### src/verilog/abfc_pkg.sv
// Package for the ASCII block frame command link host controller.
// Assumes a byte-wide UART outside this block and a 10 MHz core clock.
package abfc_pkg;
  // Transport and application control characters
  localparam logic [7:0] CH_BLK_START = 8'h02;
  localparam logic [7:0] CH_FRM_END = 8'h03;
  localparam logic [7:0] CH_BLK_END = 8'h17;
  localparam logic [7:0] CH_ACK = 8'h06;
  localparam logic [7:0] CH_NAK = 8'h15;
  localparam logic [7:0] CH_NET_ID = 8'h40;
  localparam logic [7:0] CH_APP_OK = 8'h23;
  localparam logic [7:0] CH_APP_FAIL = 8'h21;
  localparam logic [7:0] CH_CTRL_LEAD = 8'h20;
  localparam logic [7:0] CH_QUERY_LEAD = 8'h3F;
  localparam logic [7:0] CH_DIGIT0 = 8'h30;
  localparam logic [7:0] LRC_INIT = 8'hFF;
  // Framing sizes
  localparam int BLK_MSG_MAX = 255;
  localparam int BLK_NUM_DIGITS = 3;
  localparam int MAX_RETRY = 5;
  // Answer timeout
  localparam int CLK_HZ = 10000000;
  localparam int ANS_TIMEOUT_MS = 2000;
  localparam int ANS_TIMEOUT_CYC = ANS_TIMEOUT_MS * (CLK_HZ / 1000);
  // Transmit states, Gray coded along the path
  typedef enum logic [3:0] {
    ST_IDLE = 4'h0,
    ST_START = 4'h1,
    ST_NUM = 4'h3,
    ST_MSG = 4'h2,
    ST_END = 4'h6,
    ST_LRC = 4'h7,
    ST_WAIT = 4'h5,
    ST_RESP = 4'h4,
    ST_REPLY = 4'hC,
    ST_FAIL = 4'hD
  } abfc_state_e;
endpackage
### src/verilog/abfc_buf_if.sv
// Valid/ready byte channel between the buffer and the transmit output register.
// Assumes one clock shared by both ends.
`timescale 1ns/1ps
interface abfc_buf_if;
  logic valid;
  logic ready;
  logic [7:0] data;
  modport src (output valid, output data, input ready);
  modport snk (input valid, input data, output ready);
endinterface

### src/verilog/abfc_buf2.sv
// Two-entry skid buffer for the outgoing byte stream.
// Assumes both sides run on core_clk.
`timescale 1ns/1ps
module abfc_buf2 (
  // Clock and reset
  input wire logic core_clk,
  input wire logic resetn,
  // Filling side
  input wire logic in_valid,
  input wire logic [7:0] in_data,
  output logic in_ready,
  // Draining side
  abfc_buf_if.src out
);
  logic [7:0] mem_r [2];
  logic [1:0] cnt_r;
  logic wptr_r;
  logic rptr_r;
  wire push = in_valid && in_ready;
  wire pop = out.valid && out.ready;
  // Status decode
  assign in_ready = (cnt_r != 2'd2);
  assign out.valid = (cnt_r != 2'd0);
  assign out.data = mem_r[rptr_r];
  // Storage and pointers
  always_ff @(posedge core_clk or negedge resetn)
  begin
    if (!resetn)
    begin
      cnt_r <= 2'd0;
      wptr_r <= 1'b0;
      rptr_r <= 1'b0;
      mem_r[0] <= 8'h00;
      mem_r[1] <= 8'h00;
    end
    else
    begin
      if (push) mem_r[wptr_r] <= in_data;
      if (push) wptr_r <= ~wptr_r;
      if (pop) rptr_r <= ~rptr_r;
      cnt_r <= cnt_r + {1'b0, push} - {1'b0, pop};
    end
  end
  no_overflow_a: assert property (@(posedge core_clk) disable iff (!resetn)
    cnt_r == 2'd2 |-> !push) else $error("buffer written while full");
endmodule

### src/verilog/abfc_host.sv
// Host controller: frames one command message into blocks, sends each with
// checksum, waits for the answer byte, retries, then takes the reply frame.
// Assumes a UART outside: tx bytes leave on tx_*, received bytes arrive
// from the pin side on rx_* and are resynchronised here.
`timescale 1ns/1ps
// Functional notes
// - Control characters are fixed bytes 02 03 17 06 15 40.
// - A block is start, three digits, up to 255 characters, end, checksum.
// - Messages up to 255 characters go as block one ending in frame end.
// - Longer messages split; full blocks end block-end, last ends frame end.
// - Control messages start with space then function code then parameters.
// - Parameters are 16-bit signed values in hexadecimal ASCII.
// - Lead character and function code only in the first block.
// - Host acknowledges every reply frame before a new command.
// - Single-block parameter is under 254 characters.
// - Two-block parameter is under 509 characters.
// - Next block is sent only after a positive acknowledge.
// - Queries start with question mark, only in the first block.
// - Checksum starts at FF and XORs every preceding frame byte.
// - On negative acknowledge resend the same block, at most five times.
// - With no answer in two seconds resend the block.
module abfc_host #(
  parameter int TIMEOUT_CYC = abfc_pkg::ANS_TIMEOUT_CYC
) (
  // Clock and reset
  input wire logic core_clk,
  input wire logic resetn,
  // Command request: message body is lead, function code, parameters
  input wire logic cmd_start,
  input wire logic cmd_query,
  input wire logic [7:0] cmd_func,
  input wire logic [9:0] cmd_plen,
  input wire logic par_valid,
  input wire logic [7:0] par_data,
  output logic par_ready,
  // Transmit byte stream to the UART
  output logic tx_valid,
  output logic [7:0] tx_data,
  input wire logic tx_ready,
  // Received bytes from the UART (other domain)
  input wire logic rx_strobe,
  input wire logic [7:0] rx_data,
  // Reply and status
  output logic rsp_valid,
  output logic [7:0] rsp_data,
  output logic busy,
  output logic done,
  output logic fail
);
  abfc_buf_if bif ();
  abfc_pkg::abfc_state_e st_r, st_nxt;
  logic [9:0] left_r;
  logic [7:0] bcnt_r;
  logic [1:0] dig_r;
  logic [7:0] blkno_r;
  logic [7:0] lrc_r;
  logic last_r;
  logic [2:0] retry_r;
  logic [31:0] tmo_r;
  logic [7:0] hist_r [256];
  logic [7:0] hidx_r;
  logic replay_r;
  logic [7:0] blen_r;
  logic rend_r;
  logic [1:0] lead_r;
  logic query_r;
  logic [7:0] func_r;
  logic in_reply_r;
  logic s1_r, s2_r, s3_r;
  logic [7:0] d1_r, d2_r;
  logic tx_valid_r, rsp_valid_r, busy_r, done_r, fail_r;
  logic [7:0] tx_data_r, rsp_data_r;
  // Decimal digit of the block number for digit position d
  function automatic logic [7:0] num_digit(input logic [7:0] n, input logic [1:0] d);
    logic [7:0] q;
    q = (d == 2'd0) ? n / 8'd100 : (d == 2'd1) ? (n / 8'd10) % 8'd10 : n % 8'd10;
    return abfc_pkg::CH_DIGIT0 + q;
  endfunction
  // Byte offered to the buffer in each sending state
  wire rx_ev = s2_r && !s3_r;
  wire [7:0] rx_b = d2_r;
  wire msg_byte_ok = replay_r || lead_r != 2'd0 || par_valid;
  wire [7:0] msg_byte = replay_r ? hist_r[hidx_r] : (lead_r == 2'd2) ?
    (query_r ? abfc_pkg::CH_QUERY_LEAD : abfc_pkg::CH_CTRL_LEAD) :
    (lead_r == 2'd1) ? func_r : par_data;
  wire blk_full = bcnt_r == 8'(abfc_pkg::BLK_MSG_MAX);
  // A resend stops at the length of the block as first sent
  wire msg_done = replay_r ? (bcnt_r == blen_r) : (blk_full || (left_r == 10'd0));
  wire rx_end = (rx_b == abfc_pkg::CH_FRM_END) || (rx_b == abfc_pkg::CH_BLK_END);
  wire [7:0] end_ch = last_r ? abfc_pkg::CH_FRM_END : abfc_pkg::CH_BLK_END;
  wire [7:0] in_b =
    (st_r == abfc_pkg::ST_START) ? abfc_pkg::CH_BLK_START :
    (st_r == abfc_pkg::ST_NUM) ? num_digit(blkno_r, dig_r) :
    (st_r == abfc_pkg::ST_MSG) ? msg_byte :
    (st_r == abfc_pkg::ST_END) ? end_ch :
    (st_r == abfc_pkg::ST_LRC) ? lrc_r : abfc_pkg::CH_ACK;
  wire in_v = (st_r == abfc_pkg::ST_START) || (st_r == abfc_pkg::ST_NUM) ||
    (st_r == abfc_pkg::ST_END) || (st_r == abfc_pkg::ST_LRC) ||
    (st_r == abfc_pkg::ST_REPLY) || (st_r == abfc_pkg::ST_MSG && !msg_done && msg_byte_ok);
  logic in_rdy;
  wire take = in_v && in_rdy;
  wire take_par = take && st_r == abfc_pkg::ST_MSG && !replay_r && lead_r == 2'd0;
  wire tmo_hit = tmo_r >= 32'(TIMEOUT_CYC - 1);
  wire retry_ok = retry_r < 3'(abfc_pkg::MAX_RETRY);
  assign par_ready = st_r == abfc_pkg::ST_MSG && !replay_r && lead_r == 2'd0 &&
    !msg_done && in_rdy;
  // Buffer feeding the UART, so a stalled transmitter loses no byte
  abfc_buf2 u_buf (
    .core_clk(core_clk),
    .resetn(resetn),
    .in_valid(in_v),
    .in_data(in_b),
    .in_ready(in_rdy),
    .out(bif.src)
  );
  assign bif.ready = !tx_valid_r || tx_ready;
  // Next state of the framer
  always_comb
  begin
    st_nxt = st_r;
    case (st_r)
      abfc_pkg::ST_IDLE: if (cmd_start) st_nxt = abfc_pkg::ST_START;
      abfc_pkg::ST_START: if (take) st_nxt = abfc_pkg::ST_NUM;
      abfc_pkg::ST_NUM: if (take && dig_r == 2'd2) st_nxt = abfc_pkg::ST_MSG;
      abfc_pkg::ST_MSG: if (msg_done) st_nxt = abfc_pkg::ST_END;
      abfc_pkg::ST_END: if (take) st_nxt = abfc_pkg::ST_LRC;
      abfc_pkg::ST_LRC: if (take) st_nxt = abfc_pkg::ST_WAIT;
      abfc_pkg::ST_WAIT:
        if (rx_ev && rx_b == abfc_pkg::CH_ACK)
          st_nxt = last_r ? abfc_pkg::ST_RESP : abfc_pkg::ST_START;
        else if ((rx_ev && rx_b == abfc_pkg::CH_NAK) || tmo_hit)
          st_nxt = retry_ok ? abfc_pkg::ST_START : abfc_pkg::ST_FAIL;
      abfc_pkg::ST_RESP:
        if (rx_ev && rend_r)  // Checksum byte after the end byte closes the block
          st_nxt = abfc_pkg::ST_REPLY;
        else if (tmo_hit) st_nxt = abfc_pkg::ST_FAIL;
      abfc_pkg::ST_REPLY: if (take) st_nxt = in_reply_r ? abfc_pkg::ST_IDLE : abfc_pkg::ST_RESP;
      abfc_pkg::ST_FAIL: st_nxt = abfc_pkg::ST_IDLE;
      default: st_nxt = abfc_pkg::ST_IDLE;
    endcase
  end
  // Receive synchroniser and toggle-free strobe edge
  always_ff @(posedge core_clk or negedge resetn)
  begin
    if (!resetn) {s1_r, s2_r, s3_r, d1_r, d2_r} <= '0;
    else {s1_r, s2_r, s3_r, d1_r, d2_r} <= {rx_strobe, s1_r, s2_r, rx_data, d1_r};
  end
  // Framer state, counters, checksum and block history
  always_ff @(posedge core_clk or negedge resetn)
  begin
    if (!resetn)
    begin
      st_r <= abfc_pkg::ST_IDLE;
      {left_r, bcnt_r, dig_r, blkno_r, lrc_r, last_r, retry_r, tmo_r} <= '0;
      {hidx_r, replay_r, lead_r, query_r, func_r, in_reply_r, blen_r, rend_r} <= '0;
    end
    else
    begin
      st_r <= st_nxt;
      tmo_r <= (st_r == st_nxt && !rx_ev) ? tmo_r + 32'd1 : 32'd0;
      if (st_r == abfc_pkg::ST_IDLE && cmd_start)
      begin
        {query_r, func_r, lead_r, blkno_r, retry_r} <= {cmd_query, cmd_func, 2'd2, 8'd1, 3'd0};
        left_r <= cmd_plen + 10'd2;
        {replay_r, in_reply_r, rend_r} <= 3'b000;
      end
      if (st_r == abfc_pkg::ST_START && take)
      begin
        lrc_r <= abfc_pkg::LRC_INIT ^ in_b;
        {dig_r, bcnt_r, hidx_r} <= '0;
      end
      if (take && st_r != abfc_pkg::ST_START && st_r != abfc_pkg::ST_LRC) lrc_r <= lrc_r ^ in_b;
      if (take && st_r == abfc_pkg::ST_NUM) dig_r <= dig_r + 2'd1;
      if (take && st_r == abfc_pkg::ST_MSG)
      begin
        hidx_r <= hidx_r + 8'd1;
        bcnt_r <= bcnt_r + 8'd1;
        if (!replay_r) left_r <= left_r - 10'd1;
        if (lead_r != 2'd0 && !replay_r) lead_r <= lead_r - 2'd1;
      end
      if (st_r == abfc_pkg::ST_MSG && msg_done) last_r <= replay_r ? last_r : !blk_full ||
        left_r == 10'd0;
      if (st_r == abfc_pkg::ST_MSG && msg_done && !replay_r) blen_r <= bcnt_r;
      if (st_r == abfc_pkg::ST_WAIT && st_nxt == abfc_pkg::ST_START)
      begin
        replay_r <= !(rx_ev && rx_b == abfc_pkg::CH_ACK);
        if (rx_ev && rx_b == abfc_pkg::CH_ACK)
        begin
          blkno_r <= blkno_r + 8'd1;
          retry_r <= 3'd0;
        end
        else retry_r <= retry_r + 3'd1;
      end
      // Reply end byte arms the checksum slot, so an LRC equal to 03 or 17 is harmless
      if (st_r == abfc_pkg::ST_RESP && rx_ev)
        rend_r <= !rend_r && rx_end;
      if (st_r == abfc_pkg::ST_RESP && rx_ev && !rend_r && rx_end)
        in_reply_r <= rx_b == abfc_pkg::CH_FRM_END;
      if (replay_r && st_r == abfc_pkg::ST_MSG && hidx_r == bcnt_r && msg_done) replay_r <= 1'b0;
    end
  end
  // Block history for resends; plain storage without reset
  always_ff @(posedge core_clk)
  begin
    if (take && st_r == abfc_pkg::ST_MSG) hist_r[hidx_r] <= in_b;
  end
  // Registered outputs
  always_ff @(posedge core_clk or negedge resetn)
  begin
    if (!resetn)
    begin
      {tx_valid_r, tx_data_r, rsp_valid_r, rsp_data_r, busy_r, done_r, fail_r} <= '0;
    end
    else
    begin
      if (bif.ready)
      begin
        tx_valid_r <= bif.valid;
        tx_data_r <= bif.data;
      end
      rsp_valid_r <= st_r == abfc_pkg::ST_RESP && rx_ev;
      rsp_data_r <= rx_b;
      busy_r <= st_nxt != abfc_pkg::ST_IDLE;
      done_r <= st_r == abfc_pkg::ST_REPLY && take && in_reply_r;
      fail_r <= st_r == abfc_pkg::ST_FAIL;
    end
  end
  assign {tx_valid, tx_data, rsp_valid, rsp_data} = {tx_valid_r, tx_data_r, rsp_valid_r, rsp_data_r};
  assign {busy, done, fail} = {busy_r, done_r, fail_r};
  // Checks
  start_first_a: assert property (@(posedge core_clk) disable iff (!resetn)
    st_r == abfc_pkg::ST_START && take |-> in_b == abfc_pkg::CH_BLK_START)
    else $error("block not opened by start character");
  end_char_a: assert property (@(posedge core_clk) disable iff (!resetn)
    st_r == abfc_pkg::ST_END && take |-> in_b == (last_r ? 8'h03 : 8'h17))
    else $error("wrong block end character");
  lrc_follow_a: assert property (@(posedge core_clk) disable iff (!resetn)
    st_r == abfc_pkg::ST_LRC && take |-> ##1 st_r == abfc_pkg::ST_WAIT)
    else $error("no wait after checksum");
  block_size_a: assert property (@(posedge core_clk) disable iff (!resetn)
    bcnt_r <= 8'd255)
    else $error("block body too long");
  retry_bound_a: assert property (@(posedge core_clk) disable iff (!resetn)
    retry_r <= 3'd5)
    else $error("too many retries");
  ack_advance_a: assert property (@(posedge core_clk) disable iff (!resetn)
    st_r == abfc_pkg::ST_WAIT && rx_ev && rx_b == abfc_pkg::CH_ACK && !last_r
    |=> blkno_r == $past(blkno_r) + 8'd1)
    else $error("block number not advanced after acknowledge");
  reply_ack_a: assert property (@(posedge core_clk) disable iff (!resetn)
    st_r == abfc_pkg::ST_REPLY |-> in_b == abfc_pkg::CH_ACK)
    else $error("reply not acknowledged");
  lead_first_a: assert property (@(posedge core_clk) disable iff (!resetn)
    take && st_r == abfc_pkg::ST_MSG && lead_r == 2'd2 && !replay_r |-> blkno_r == 8'd1)
    else $error("lead character outside first block");
  cmd_done_c: cover property (@(posedge core_clk) disable iff (!resetn) done_r);
  cmd_fail_c: cover property (@(posedge core_clk) disable iff (!resetn) fail_r);
  two_block_c: cover property (@(posedge core_clk) disable iff (!resetn) blkno_r == 8'd2);
endmodule

### config.mk
export PLATFORM = sky130hd
export DESIGN_NAME = abfc_host
export DESIGN_NICKNAME = d
export VERILOG_FILES = /design/src/verilog/abfc_pkg.sv /design/src/verilog/abfc_buf_if.sv /design/src/verilog/abfc_buf2.sv /design/src/verilog/abfc_host.sv
export SDC_FILE = /design/constraint.sdc
export NUM_CORES = 2
export LEC_CHECK = 0
export ABC_CLOCK_PERIOD_IN_PS = 22400
export BUFFER_PORTS_ARGS = -buffer_cell sky130_fd_sc_hd__buf_2
export CORE_MARGIN = 5
export CORE_UTILIZATION = 40
export CTS_BUF_LIST = sky130_fd_sc_hd__clkbuf_4 sky130_fd_sc_hd__clkbuf_8 sky130_fd_sc_hd__clkbuf_16
export DETAILED_ROUTE_END_ITERATION = 16
export PLACE_DENSITY = 0.66
export SYNTH_ARGS = -nofsm -noshare
export SYNTH_HDL_FRONTEND = slang
export SYNTH_HIERARCHICAL = 1
export SYNTH_SLANG_ARGS = --single-unit
### constraint.sdc
create_clock -name core_clk -period 22.4 [get_ports core_clk]
set_input_delay 4.48 -clock core_clk [delete_from_list [all_inputs] [get_ports core_clk]]
set_output_delay 4.48 -clock core_clk [all_outputs]
set_load 0.02 [all_outputs]
After elaboration in Yosys (flattened, before gate mapping)
Memories as Yosys holds them, arrays and structs flattened.
Cells that the tools add are included.
Operators by class
  add/subtract/negate cells: 12
  divide/modulo/power cells: 4
  magnitude comparators: 5
  equal/unequal tests: 25
  mux-type cells: 61
  bitwise operators: 7
  reductions and logical operators: 69
Operator list (count)
  8-bit 2-to-1 mux: 22
  4-bit 2-to-1 mux: 12
  4-bit case mux with 9 select lines: 1
  1-bit logical AND: 34
  32-bit by 1-bit adder with 32-bit output, second input constant: 1
  32-bit by 25-bit greater-or-equal comparator with 1-bit output, second input constant: 1
  32-bit 2-to-1 mux: 1
  10-bit 2-to-1 mux: 3
  8-bit by 1-bit adder with 8-bit output, second input constant: 3
  16-bit bitwise mux: 1
  4-bit by 3-bit equality test with 1-bit output, second input constant: 4
  8-bit by 5-bit equality test with 1-bit output, second input constant: 2
  8-bit equality test: 2
  8-bit by 4-bit remainder unit with 8-bit output, second input constant: 2
  2-bit nonzero test: 8
  3-bit 2-to-1 mux: 5
  1-bit logical OR: 12
  10-bit by 2-bit adder with 10-bit output, second input constant: 1
  10-bit logical NOT: 1
  2-bit 2-to-1 mux: 5
  5-bit 2-to-1 mux: 2
  10-bit by 1-bit subtractor with 10-bit output, second input constant: 1
  6-bit by 8-bit adder with 8-bit output, first input constant: 1
  8-bit demux with 1-bit select: 1
  other kinds (33): 57
Storage, ports and cells
  register bits after elaboration: 166
  RAM bits: 2048
  input port bits: 41
  output and inout bits: 22
  memories kept: 1
Memory list
  hist_r: words 256, width 8, rd ports 1, clocked after memory_dff 0, wr ports 1, RTL line abfc_host.sv:60  | logic [7:0] hist_r [256];

Logic depth before layout (Yosys ltp)
  word-level depth: 15
  mapped depth: 29

Modules after synthesis
The synthesis kept the hierarchy.
By module, submodules not included
  abfc_host: instances 1, cells each 4352, area an instance 87960.6 sq um, seq. area each 65152.5 sq um
  abfc_buf2: instances 1, cells each 64, area an instance 924.6 sq um, seq. area each 500.5 sq um

Worst setup path after synthesis
No wires, ideal clock.
  path kind: input -> register
  start: in par_data[0]
  end: mem hist_r[0][0] (data pin)
  setup time: 2.202 ns
  data arrival time: 14.918 ns
  required time: 20.198 ns
  path slack: 5.280 ns
  stages on the path: 4
  buffers on the path: 0
  cells stage by stage: mux2_2 -> o21ai_0 -> a32o_1 -> o21ai_0
On the way
  cells in the longest elaborated chain, start to end: 6
RTL lines
  from (decl): RTL line abfc_host.sv:34  | input wire logic [7:0] par_data,
  8-bit 2-to-1 mux: RTL line abfc_host.sv:85  | (lead_r == 2'd1) ? func_r : par_data;
  8-bit 2-to-1 mux (2 in a row): RTL line abfc_host.sv:83  | wire [7:0] msg_byte = replay_r ? hist_r[hidx_r] : (lead_r == 2'd2) ?
  8-bit 2-to-1 mux: RTL line abfc_host.sv:94  | (st_r == abfc_pkg::ST_MSG) ? msg_byte :
  8-bit 2-to-1 mux: RTL line abfc_host.sv:93  | (st_r == abfc_pkg::ST_NUM) ? num_digit(blkno_r, dig_r) :
  8-bit 2-to-1 mux: RTL line abfc_host.sv:92  | (st_r == abfc_pkg::ST_START) ? abfc_pkg::CH_BLK_START :
  named net in_b[0]: RTL line abfc_host.sv:91  | wire [7:0] in_b =
  to (decl): RTL line abfc_host.sv:60
The timed path passes the listed nets, and every way through them passes these cells.

Worst setup path after layout
  start: reg dig_r[1]
  end: mem hist_r[81][6] (data pin)
On the way
  cells in the longest elaborated chain, start to end: 6
  elaborated cells between the ends (all ways): 7
  classes of those cells: add/sub: 1; eq/ne: 1; mux: 4; reduce/logical: 1
RTL lines
  from (decl): RTL line abfc_host.sv:54  | logic [1:0] dig_r;
  from (signal assigned): RTL line abfc_host.sv:173  | if (take && st_r == abfc_pkg::ST_NUM) dig_r <= dig_r + 2'd1;
  2-bit by 1-bit equality test with 1-bit output: RTL line abfc_host.sv:76  | q = (d == 2'd0) ? n / 8'd100 : (d == 2'd1) ? (n / 8'd10) % 8'd10 : n % 8'd10;
  8-bit 2-to-1 mux: RTL line abfc_host.sv:76
  8-bit 2-to-1 mux (*): RTL line abfc_host.sv:76
  6-bit by 8-bit adder with 8-bit output (*): RTL line abfc_host.sv:77  | return abfc_pkg::CH_DIGIT0 + q;
  8-bit 2-to-1 mux (*): RTL line abfc_host.sv:93
  8-bit 2-to-1 mux (*): RTL line abfc_host.sv:92
  named net in_b[6]: RTL line abfc_host.sv:91
Mark *: on every way through the listed nets, which the timed path passes. The rest lies on a longest branch.

==> impl_metrics.json <==
{
  "outcome": "finished clean",
  "maxSlewViolCount": 0,
  "syn_area_um2": 88900,
  "timing_hold_violations_final": 0,
  "crit_required_ps": 22930,
  "numPortBuffers": 62,
  "drc": 0,
  "p_total_mw": 11.9,
  "synthArstFlopShare_pct": 7.50,
  "regArea_um2": 65700,
  "synth_cells": 4416,
  "yosysTopAreaCell": "edfxtp_1",
  "synthTopCellsByArea": "edfxtp_1 69%, mux4_2 16%, dfrtp_1 4.7%",
  "finalClockSkew_ps": 57.4,
  "ys_ff_latch": 2214,
  "muxShareOfSynthArea_pct": 17.1,
  "postCtsHoldBufs": 0,
  "start_util_pct": 40.1,
  "grt_pass1_vias": 44200,
  "drtIter0Drc": 5676,
  "hp-class": "register to register",
  "antenna_found_initial": 5,
  "use_met2_pct": 29.5,
  "cts_sinks": 2214,
  "ios": 63,
  "cp.arrival_ps": 9050,
  "area_growth_pct": 12.2,
  "routabilityCongestion": 0.865,
  "n_fill_cell": 18500,
  "yosysUniqueCellTypes": 89,
  "cts_resized": 0,
  "r2r_setup_slack_ps": 13890,
  "worstSetupStartpointType": "register",
  "tns_ps": 0,
  "core_um2": 222000,
  "synth_compound_area_share_pct": 2.26,
  "clkSlewWorstSetupHoldPaths_ps": 70,
  "synth_common_cells": "2048 x edfxtp_1, 641 x mux4_2, 380 x nor2_1, 166 x dfrtp_1, 151 x nand2_1",
  "clock_path_buffers": 3,
  "die-area_um2": 232000,
  "grt_max_degree": 165,
  "dr.pass1.iters": 6,
  "numCtsBuffers": 210,
  "grt.busiest_layer": "met2",
  "maxSlewHeadroom_pct": 13.3,
  "htreeDepth": 4,
  "finalSetupViolations": 0,
  "post_cts_buffers": 0,
  "p_per_area_nw_per_um2": 119,
  "yosysMostFrequentCell": "edfxtp_1",
  "synth_warnings": 6,
  "drt_wl_total_um": 223000,
  "synthSimpleGateAreaFrac_pct": 4.11,
  "grt_use_met3_pct": 5.04,
  "cap_violations": 0,
  "worst_slew_pin_slew_ps": 1290,
  "synth_fa_ha_area_share_pct": 0.349,
  "peakVddDrop_v": 0.000132,
  "fin_crit_sh_pct": 38.0,
  "fmax_mhz": 117,
  "synth-main-ff-cell": "edfxtp_1",
  "drtAntennaViolNets": 0,
  "cts_root_buf": "clkbuf_16",
  "vias": 44400,
  "synth_top_family_by_area": "multiplexers",
  "die_y_um": 481,
  "dp_hpwl_um": 133000,
  "worstPathMaxFanout": 139,
  "cp-end-kind": "register",
  "timing.final.crit_period_ps": 8510,
  "grt_pass1_wl_um": 323000,
  "final_nets": 4588,
  "synth-xor-area-share_pct": 0.700,
  "synth_top_area_share_pct": 69.2,
  "die_x_um": 481,
  "clock_latency_ps": 870,
  "drive_gt1_share_pct": 26.7,
  "grt_use_total_pct": 19.1,
  "num_rows": 173,
  "grt_remaining_overflow": 0,
  "synth.yosys.seq_area_share_pct": 73.9,
  "synth-edff-count": 2048,
  "synth_area_per_cell_um2": 20.1,
  "p_leak_nw": 30.8,
  "worstSetupPathType": "register to register",
  "viasPerCell": 5.78,
  "synth_nets": 4481,
  "multi_input_area_um2": 21900,
  "rsz0062_at_grt": "no",
  "grt.met1_usage_pct": 26.7,
  "wire_per_inst_um": 29.0,
  "cts_tree": "built"
}
==> cells in the final DEF, fill, tap and decap left out, types with 18 or more instances in the layout <==
cell	n
clkinv_2	42
inv_1	35
a21oi_1	39
buf_2	61
o22ai_1	35
nor4_1	20
nand2b_1	18
mux2i_1	18
dfrtp_1	161
ha_1	24
clkbuf_4	31
o21ai_0	70
nand2_1	140
nor2_1	380
clkbuf_16	212
nor3_1	31
mux4_2	641
xnor2_1	32
nand3_1	59
mux2_2	54
xor2_1	39
clkinv_1	38
edfxtp_1	2048
and3_1	22
bufinv_16	24
buf_4	87
nor2b_1	28
==> area by class of cell <==
class                           count  area share (%)
Tap cell                         2975            3.73
Antenna cell                        2         0.00502
Clock inverter                    146            1.62
Timing Repair Buffer              157            1.13
Multi-Input combinational cell   1904            22.0
Sequential cell                  2214            65.8
Inverter                           36           0.135
Clock buffer                      245            5.58
==> per-layer routing <==
metal  wire length [um]  vias up
li1                   -    18300
met1              88500    23400
met2             104000     2330
met3              22700      337
met4               7140        2
met5                 12        -
==> through the flow <==
| step | utilization (%) | instances | worst slack (ps) | hold WS, ps | area (um2) |
|---|---|---|---|---|---|
| after floorplan | - | 4416 | 5280 | 331 | 88900 |
| after global placement | 41.8 | 7286 | 13660 | 337 | 92600 |
| after detailed placement | 41.8 | 7286 | 13460 | 336 | 92600 |
| after CTS | 45.0 | 7677 | 13980 | 352 | 99800 |
| after global routing | 45.0 | 7677 | 13160 | 356 | 99800 |
| final | 45.0 | 7679 | 13890 | 348 | 99800 |
==> sequential cells by signal, indices dropped and copies added, names as in the netlist, 2 cells and up <==
name         cells
rsp_data         8
hidx_r           8
retry_r          3
func_r           8
blen_r           8
d1_r             8
u_buf/mem_r     16
dig_r            2
hist_r        2048
d2_r             8
st_r             4
tx_data          8
tmo_r           32
bcnt_r           8
lrc_r            8
lead_r           2
u_buf/cnt_r      2
blkno_r          8
left_r          10
==> where the power goes <==
part | internal, mW | total (mW) | leakage (nW) | switching [mW]
clock network | 2.07 | 3.65 | 3.52 | 1.58
registers | 5.24 | 5.34 | 20.7 | 0.0973
logic | 0.973 | 2.88 | 6.59 | 1.91
==> path summary, 6_finish.rpt <==
kind / from / end / depth (start not counted)
min in group asynchronous: resetn / s3_r$_DFF_PN0_ / 1
setup / recovery: dig_r[1]$_DFFE_PN0P_ / hist_r[81][6]$_DFFE_PP_ / 26
setup reg to reg: dig_r[1]$_DFFE_PN0P_ / hist_r[81][6]$_DFFE_PP_ / 26
max in group asynchronous: resetn / tmo_r[5]$_DFF_PN0_ / 2
hold / removal: d1_r[1]$_DFF_PN0_ / d2_r[1]$_DFF_PN0_ / 0
hold reg to reg: d1_r[1]$_DFF_PN0_ / d2_r[1]$_DFF_PN0_ / 0
==> critical path: stages, from the launching register on <==
cell	delay (ps)
dfrtp_1	390
inv_1	100
ha_1	630
inv_1	320
nand2_1	160
inv_1	50
ha_1	390
nand2_1	120
a2bb2oi_1	190
a32oi_1	300
nand2_1	150
o21ai_0	320
inv_1	120
ha_1	230
o2111ai_1	230
o211ai_1	250
a21oi_1	600
a221oi_1	160
o21ai_0	450
ha_1	250
and2_1	130
and4_1	220
a311oi_2	100
o211ai_1	120
buf_4	660
buf_12	530
buf_4	670
==> kinds of logic after synthesis <==
logic type	Yosys count
XOR/XNOR	71
adder cells (fa/ha/maj)	25
AND/OR/NAND/NOR	801
buffers and inverters	298
AO/OA/AOI/OAI	294
multiplexers	713
flip-flops	2214
No activity file was read; power rests on OpenSTA's default activity.
